==> config.mk <==
export PLATFORM = sky130hd
export DESIGN_NAME = gigabit_autoneg_next_page_regs
export DESIGN_NICKNAME = d
export VERILOG_FILES = /design/src/gigabit_np_pkg.sv /design/src/gigabit_autoneg_next_page_regs.sv
export SDC_FILE = /design/constraint.sdc
export NUM_CORES = 1
export LEC_CHECK = 0
export ABC_AREA = 1
export BUFFER_PORTS_ARGS = -buffer_cell sky130_fd_sc_hd__buf_2
export CAP_MARGIN = 10
export CORE_ASPECT_RATIO = 1.25
export CORE_UTILIZATION = 50
export CTS_CLUSTER_DIAMETER = 50
export CTS_CLUSTER_SIZE = 25
export DETAILED_ROUTE_END_ITERATION = 6
export PLACE_DENSITY = 0.76
export SYNTH_ARGS = -nofsm -noshare
export SYNTH_HDL_FRONTEND = slang
export SYNTH_SLANG_ARGS = --single-unit
==> constraint.sdc <==
create_clock -name clk -period 3.3 [get_ports clk]
set_input_delay 0.66 -clock clk [delete_from_list [all_inputs] [get_ports clk]]
set_output_delay 0.66 -clock clk [all_outputs]
set_load 0.1 [all_outputs]
==> src/gigabit_np_pkg.sv <==
// Constants, carriers and state layout for the gigabit next page register group.
// Assumes one 20 MHz clock and a same-clock auto-negotiation engine beside it.
//
// What this block does
// - Transmit page bit 15 means more pages follow; bits 10:0 hold code; writable.
// - Transmit page bit 13 marks message page when 1, unformatted when 0; resets 1.
// - Transmit page bit 12 says local side can comply; writable, resets 0.
// - Transmit page bit 11 is read-only toggle, inverse of last sent toggle.
// - Receive page bit 12 reads 1 when partner complies with local request.
// - Control bits 15:13 select transmitter test mode; reset to normal.
// - Test modes behave as the standard gigabit copper transmitter test modes.
// - Control bit 12 enables manual master/slave; value bit only counts then.
// - Control bit 11 forces master when 1, slave when 0; resets 0.
// - Control bit 10 declares multi-port or single-port device; resets 0.
// - Control bits 9 and 8 advertise gigabit duplex abilities; reset from straps.
// - Status bit 15 latches high on a master/slave configuration fault.
// - Status bit 14 shows resolved role, 1 master; resets to 1.
// - Status bit 13 reads 1 while the local receiver is okay.
// - Status bit 12 reads 1 while the remote receiver is okay.
// - Status bits 11 and 10 show partner gigabit abilities; reset 0.
// - Status bits 7:0 count idle errors, clear on read, reset to zero.
// - Expansion bit 1 latches when a new partner page arrives.

`default_nettype none

package gigabit_np_pkg;

  localparam logic [3:0] IDX_EXPANSION = 4'h6;
  localparam logic [3:0] IDX_NP_TX = 4'h7;
  localparam logic [3:0] IDX_NP_RX = 4'h8;
  localparam logic [3:0] IDX_GIG_CTRL = 4'h9;
  localparam logic [3:0] IDX_GIG_STAT = 4'ha;

  localparam int NP_MORE = 15;
  localparam int NP_ACK = 14;
  localparam int NP_MSG = 13;
  localparam int NP_ACK2 = 12;
  localparam int NP_TOGGLE = 11;
  localparam int NP_CODE_MSB = 10;
  localparam logic [15:0] NP_TX_WMASK = 16'hb7ff;
  localparam logic [15:0] NP_TX_RESET = 16'h2000;

  localparam int GC_TEST_HI = 15;
  localparam int GC_TEST_LO = 13;
  localparam int GC_MANUAL = 12;
  localparam int GC_MS_VAL = 11;
  localparam int GC_PORT = 10;
  localparam int GC_FDX = 9;
  localparam int GC_HDX = 8;
  localparam logic [15:0] GIG_CTRL_RESET = 16'h0000;

  localparam int GS_FAULT = 15;
  localparam int GS_MASTER = 14;
  localparam int EXP_PAGE_RX = 1;
  localparam logic MASTER_RESET = 1'b1;
  localparam logic [7:0] IDLE_RESET = 8'h00;
  localparam logic [7:0] IDLE_MAX = 8'hff;
  localparam logic [1:0] STRAP_LOAD_CNT = 2'h2;

  typedef enum logic [2:0] {
    TM_NORMAL = 3'b000,
    TM_WAVEFORM = 3'b001,
    TM_JITTER_MASTER = 3'b010,
    TM_JITTER_SLAVE = 3'b011,
    TM_DISTORTION = 3'b100
  } test_mode_t;

  typedef struct packed {
    logic ms_fault;
    logic ms_master;
    logic local_rx_ok;
    logic remote_rx_ok;
    logic partner_1000_fdx;
    logic partner_1000_hdx;
    logic idle_error;
  } phy_status_t;

  typedef struct packed {
    test_mode_t test_mode;
    logic ms_manual;
    logic ms_master_force;
    logic port_multi;
    logic adv_1000_fdx;
    logic adv_1000_hdx;
  } gig_cfg_t;

  typedef struct packed {
    logic pready;
    logic pslverr;
    logic [31:0] prdata;
    logic rd_fault;
    logic rd_page;
    logic [7:0] rd_idle;
    logic [15:0] np_tx;
    logic toggle;
    logic tx_pending;
    logic [15:0] tx_word;
    logic [15:0] np_rx;
    logic page_rx;
    logic fault;
    logic master;
    logic lrx;
    logic rrx;
    logic partner_fdx;
    logic partner_hdx;
    logic [7:0] idle_cnt;
    logic [15:0] gc;
    logic [1:0] strap_s1;
    logic [1:0] strap_s2;
    logic [1:0] strap_cnt;
    gig_cfg_t cfg;
  } state_t;

  localparam state_t ST_RESET = '{
    np_tx: NP_TX_RESET,
    tx_word: NP_TX_RESET,
    master: MASTER_RESET,
    idle_cnt: IDLE_RESET,
    gc: GIG_CTRL_RESET,
    cfg: '{test_mode: TM_NORMAL, default: 1'b0},
    default: '0
  };

endpackage

`default_nettype wire

==> src/gigabit_autoneg_next_page_regs.sv <==
// APB register group for gigabit control/status and auto-negotiation next pages.
// Assumes the engine, status inputs and APB master share clk; only the straps are async.
//
// Decided for this implementation: register access over APB.

`default_nettype none

module gigabit_autoneg_next_page_regs
  import gigabit_np_pkg::*;
#(
  parameter int unsigned ADDR_W = 8
)
(
  input wire logic clk,
  input wire logic srst,
  input wire logic psel,
  input wire logic penable,
  input wire logic pwrite,
  input wire logic [ADDR_W-1:0] paddr,
  input wire logic [31:0] pwdata,
  input wire logic [3:0] pstrb,
  output logic [31:0] prdata,
  output logic pready,
  output logic pslverr,
  input wire logic [1:0] config_strap_pins,
  input wire logic page_sent,
  input wire logic rx_page_valid,
  input wire logic [15:0] rx_page_word,
  input wire phy_status_t phy_stat,
  output logic [15:0] tx_page_word,
  output logic tx_page_valid,
  output gig_cfg_t gig_cfg
);

  state_t st_reg;
  state_t st_next;
  logic setup;
  logic access;
  logic wr;
  logic rd;
  logic wr_np;
  logic clr_stat;
  logic clr_exp;
  logic idle_inc;
  logic [7:0] idle_base;

  function automatic logic addr_hit(input logic [ADDR_W-1:0] a, input logic [3:0] idx);
    addr_hit = (a == {{(ADDR_W-6){1'b0}}, idx, 2'b00});
  endfunction

  function automatic logic [15:0] wr_merge(input logic [15:0] old, input logic [31:0] d,
                                           input logic [3:0] s);
    wr_merge = old;
    if (s[0])
    begin
      wr_merge[7:0] = d[7:0];
    end
    if (s[1])
    begin
      wr_merge[15:8] = d[15:8];
    end
  endfunction

  always_comb
  begin
    st_next = st_reg;
    setup = psel && !penable;
    access = psel && penable && st_reg.pready;
    wr = access && pwrite && !st_reg.pslverr;
    rd = access && !pwrite;
    wr_np = wr && addr_hit(paddr, IDX_NP_TX);
    clr_stat = rd && addr_hit(paddr, IDX_GIG_STAT);
    clr_exp = rd && addr_hit(paddr, IDX_EXPANSION);

    // Zero wait states: data is captured in setup so that it leaves a flip-flop
    st_next.pready = setup;
    st_next.pslverr = 1'b0;
    if (setup)
    begin
      st_next.prdata = 32'h0000_0000;
      if (addr_hit(paddr, IDX_EXPANSION))
      begin
        st_next.prdata[EXP_PAGE_RX] = st_reg.page_rx;
        st_next.rd_page = st_reg.page_rx;
      end
      else if (addr_hit(paddr, IDX_NP_TX))
      begin
        st_next.prdata[15:0] = st_reg.tx_word;
      end
      else if (addr_hit(paddr, IDX_NP_RX))
      begin
        st_next.prdata[15:0] = st_reg.np_rx;
      end
      else if (addr_hit(paddr, IDX_GIG_CTRL))
      begin
        st_next.prdata[15:0] = st_reg.gc;
      end
      else if (addr_hit(paddr, IDX_GIG_STAT))
      begin
        st_next.prdata[15:0] = {st_reg.fault, st_reg.master, st_reg.lrx, st_reg.rrx,
                                st_reg.partner_fdx, st_reg.partner_hdx, 2'b00, st_reg.idle_cnt};
        st_next.rd_fault = st_reg.fault;
        st_next.rd_idle = st_reg.idle_cnt;
      end
      else
      begin
        st_next.pslverr = 1'b1;
      end
    end

    // Writes to the read-only registers are accepted and dropped
    if (wr_np)
    begin
      st_next.np_tx = wr_merge(st_reg.np_tx, pwdata, pstrb) & NP_TX_WMASK;
    end
    if (wr && addr_hit(paddr, IDX_GIG_CTRL))
    begin
      st_next.gc = wr_merge(st_reg.gc, pwdata, pstrb);
    end

    // A new write and the send of the old page in one cycle leaves the new page pending
    st_next.tx_pending = wr_np || (st_reg.tx_pending && !page_sent);
    if (page_sent)
    begin
      st_next.toggle = !st_reg.toggle;
    end
    st_next.tx_word = {st_next.np_tx[NP_MORE], 1'b0, st_next.np_tx[NP_MSG], st_next.np_tx[NP_ACK2],
                       st_next.toggle, st_next.np_tx[NP_CODE_MSB:0]};

    if (rx_page_valid)
    begin
      st_next.np_rx = rx_page_word;
    end
    if (rx_page_valid)
    begin
      st_next.rd_page = 1'b0;
    end
    // Only a reported flag is cleared, so a page landing after capture survives
    st_next.page_rx = rx_page_valid || (st_reg.page_rx && !(clr_exp && st_reg.rd_page));

    st_next.fault = phy_stat.ms_fault || (st_reg.fault && !(clr_stat && st_reg.rd_fault));
    st_next.master = phy_stat.ms_master;
    st_next.lrx = phy_stat.local_rx_ok;
    st_next.rrx = phy_stat.remote_rx_ok;
    st_next.partner_fdx = phy_stat.partner_1000_fdx;
    st_next.partner_hdx = phy_stat.partner_1000_hdx;

    // Subtracting the reported count keeps errors that land between setup and access
    idle_base = clr_stat ? st_reg.idle_cnt - st_reg.rd_idle : st_reg.idle_cnt;
    idle_inc = phy_stat.idle_error && (idle_base != IDLE_MAX);
    st_next.idle_cnt = idle_inc ? idle_base + 8'h01 : idle_base;

    // Straps settle through the synchroniser before they seed the abilities
    st_next.strap_s1 = config_strap_pins;
    st_next.strap_s2 = st_reg.strap_s1;
    if (st_reg.strap_cnt != 2'h3)
    begin
      st_next.strap_cnt = st_reg.strap_cnt + 2'h1;
    end
    if (st_reg.strap_cnt == STRAP_LOAD_CNT)
    begin
      st_next.gc[GC_FDX] = st_reg.strap_s2[1];
      st_next.gc[GC_HDX] = st_reg.strap_s2[0];
    end

    // Reserved test codes pass through unchanged; their effect is left undefined
    st_next.cfg.test_mode = test_mode_t'(st_next.gc[GC_TEST_HI:GC_TEST_LO]);
    st_next.cfg.ms_manual = st_next.gc[GC_MANUAL];
    st_next.cfg.ms_master_force = st_next.gc[GC_MANUAL] && st_next.gc[GC_MS_VAL];
    st_next.cfg.port_multi = st_next.gc[GC_PORT];
    st_next.cfg.adv_1000_fdx = st_next.gc[GC_FDX];
    st_next.cfg.adv_1000_hdx = st_next.gc[GC_HDX];
  end

  always_ff @(posedge clk)
  begin
    if (srst)
    begin
      st_reg <= ST_RESET;
    end
    else
    begin
      st_reg <= st_next;
    end
  end

  assign prdata = st_reg.prdata;
  assign pready = st_reg.pready;
  assign pslverr = st_reg.pslverr;
  assign tx_page_word = st_reg.tx_word;
  assign tx_page_valid = st_reg.tx_pending;
  assign gig_cfg = st_reg.cfg;
endmodule // gigabit_autoneg_next_page_regs

`default_nettype wire

==> flow_metrics.env <==
export IMPL_synth_async_reset_ratio=0
export IMPL_num_nets_final=844
export IMPL_hold_start="st_next[10]"
export IMPL_design_area_sq_um=5698
export IMPL_totalWireLength_um=12410
export IMPL_synthTopCellsByArea="dfxtp_1 38%, nand2_1 9.7%, buf_4 8.2%"
export IMPL_slowest_delay_ns=0.50
export IMPL_slew_headroom=0.3282
export IMPL_core_area_sq_um=9809
export IMPL_die_x_um=92.54
export IMPL_leakage_nw=2.528
export IMPL_finalClockSkew_ns=0.006501
export IMPL_synthToLayoutAreaGrowth_pct=11.21
export IMPL_crit_chain="inv_1, ha_1, inv_1, fa_1, inv_1, nand3_1, nand2_1, inv_1, ha_1, nand3_1, nor2_2, nand4_4, nand2_4, nand2_1, a21oi_2"
export IMPL_antenna_found_initial=0
export IMPL_min_period_ns=2.523
export IMPL_fmax_mhz=396.3
export IMPL_crit_path_end_kind="flop"
export IMPL_cts_tree="done"
export IMPL_period_share=0.7647
export IMPL_cp_data_arrival_time_ns=2.80
export IMPL_drt_first_iter_violations=272
export IMPL_maxCapViolCount=0
export IMPL_grt_use_total=0.2402
export IMPL_vdd_drop_max_mv=0.3365
export IMPL_crit_path_max_fanout=7
export IMPL_synth_edff_count=0
export IMPL_grt_pass1_vias=4411
export IMPL_drt_wirelength_per_cell_um=14.00
export IMPL_startpoint="st_reg[30]"
export IMPL_critical_path_slowest_cell="fa_1"
export IMPL_drc=0
export IMPL_ctsResizeCount=0
export IMPL_postLayoutCoreUtil=0.5809
export IMPL_yosys_top_cells_count="132 x nand2_1, 98 x dfxtp_1, 89 x inv_1"
export IMPL_holdBufCountCts=0
export IMPL_drv_slew=0
export IMPL_timing_final_hold_violations=0
export IMPL_cpMostUsedCell="inv_1"
export IMPL_ys_flop_type="dfxtp_1"
export IMPL_clk_path_buf_depth=2
export IMPL_die_height_um=115.2
export IMPL_crit_type="reg2reg"
export IMPL_finalNonFillerCells=886
export IMPL_status="complete, no violations"
export IMPL_holdWs_ns=0.4091
export IMPL_port_buffers=99
export IMPL_cts_sinks=98
export IMPL_cts_buffers=9
export IMPL_ys_types=46
export IMPL_grt_max_degree=61
export IMPL_path_clk_slew_ns=0.07
export IMPL_syn_instance_count=702
export IMPL_pre_cts_slack_ns=0.5650
export IMPL_rows=40
export IMPL_worstMarginPinSlew_ns=1.007
export IMPL_yosysTopAreaCellShare=0.3829
export IMPL_num_vias=4647
export IMPL_required_ns=3.57
export IMPL_drive_gt1_frac=0.2118
export IMPL_total_power_mw=2.658
export IMPL_totalNegativeSetupSlack_ns=0
export IMPL_final_antenna_net_count=0
export IMPL_htree_levels=3
export IMPL_seq_area_frac_synth=0.3829
export IMPL_grt_pass1_wl_um=19970
export IMPL_largest_reg_flops=75
export IMPL_yosysWarnings=0
export IMPL_p_per_area_nw_per_um2=466.6
export IMPL_vias_per_cell=5.245
export IMPL_place_gp_congestion=0.8285
export IMPL_syn_avg_cell_area_sq_um=7.299
export IMPL_n_antenna_cell=0
export IMPL_grt_overflow_total=0
export IMPL_die_area_sq_um=10660
export IMPL_placed_cell_area_sq_um=5374
export IMPL_r2r_start="st_reg[30]"
export IMPL_start_util=0.5223
export IMPL_yosysTopAreaCell="dfxtp_1"
export IMPL_io_pins=135
export IMPL_postCtsSetupBuffers=0
export IMPL_setup_viol=0
export IMPL_timing_final_ws_setup_ns=0.7765
export IMPL_clkLatencyLatePin_ns=0.34
export IMPL_dp_cells=871
export IMPL_cp_start_kind="flop"
export IMPL_root_buffer="clkbuf_16"
export IMPL_synth_area_sq_um=5124
export IMPL_yosysMostFrequentCell="nand2_1"
export IMPL_dr_pass1_iters=5
export IMPL_rsz0062_at_grt="no"
export IMPL_min_path_type="reg2reg"
export IMPL_dp_hpwl_um=9142
export IMPL_ys_ff_latch=98
[critical path, delay by kind of cell, from the launching register on]
kind | cells | cell delay [ns]
buffers and inverters | 4 | 0.27
flip-flops | 1 | 0.33
AND/OR/NAND/NOR | 7 | 0.87
AO/OA/AOI/OAI | 1 | 0.14
adder cells (fa/ha/maj) | 3 | 0.83
[final timing paths]
check          endpoint  slack [ns]  depth (start not counted)
max          st_reg[32]        0.78                         15
min          st_reg[10]        0.41                          2
max reg2reg  st_reg[32]        0.78                         15
min reg2reg  st_reg[10]        0.41                          2
[routing by layer]
layer  track usage  part of all wire  routed length (um)  vias up
met1        0.2769              0.41                5065     2131
met4        0.1344             0.034                 418        0
met5             0                 0                   0        -
met2        0.4212              0.50                6211      172
met3       0.04034             0.057                 713       33
li1              -                 -                   -     2311
[where the power goes]
group	internal (mW)	switching (mW)
registers	1.21	0.0157
clock network	0.686	0.453
logic	0.0668	0.224
[kinds of logic after synthesis]
| group | Yosys count | synth area share |
|---|---|---|
| AND/OR/NAND/NOR | 254 | 0.2357 |
| buffers and inverters | 175 | 0.1702 |
| AO/OA/AOI/OAI | 158 | 0.1729 |
| flip-flops | 98 | 0.3829 |
| adder cells (fa/ha/maj) | 12 | 0.03077 |
| XOR/XNOR | 4 | 0.006839 |
| other | 1 | 0.0007319 |
[cell type report]
cell class / count / area (sq um)
Clock buffer: 10 / 239.0
Clock inverter: 5 / 85.08
Fill cell: 934 / 4111
Inverter: 97 / 364.1
Multi-Input combinational cell: 445 / 2350
Sequential cell: 98 / 1962
Tap cell: 126 / 157.7
Timing Repair Buffer: 105 / 540.5
[placed cells by master, fill, tap and decap left out, types with 11 or more instances in the layout]
cell type	synthesis	final
ha_1	11	11
o221ai_1	12	12
nand2_1	132	132
nand3_1	29	29
buf_2	4	99
dfxtp_1	98	98
a21oi_1	76	76
nor2_1	49	49
inv_1	89	89
o21ai_0	45	45
conb_1	1	17
Note: power is estimated with default switching activity, not from simulation.
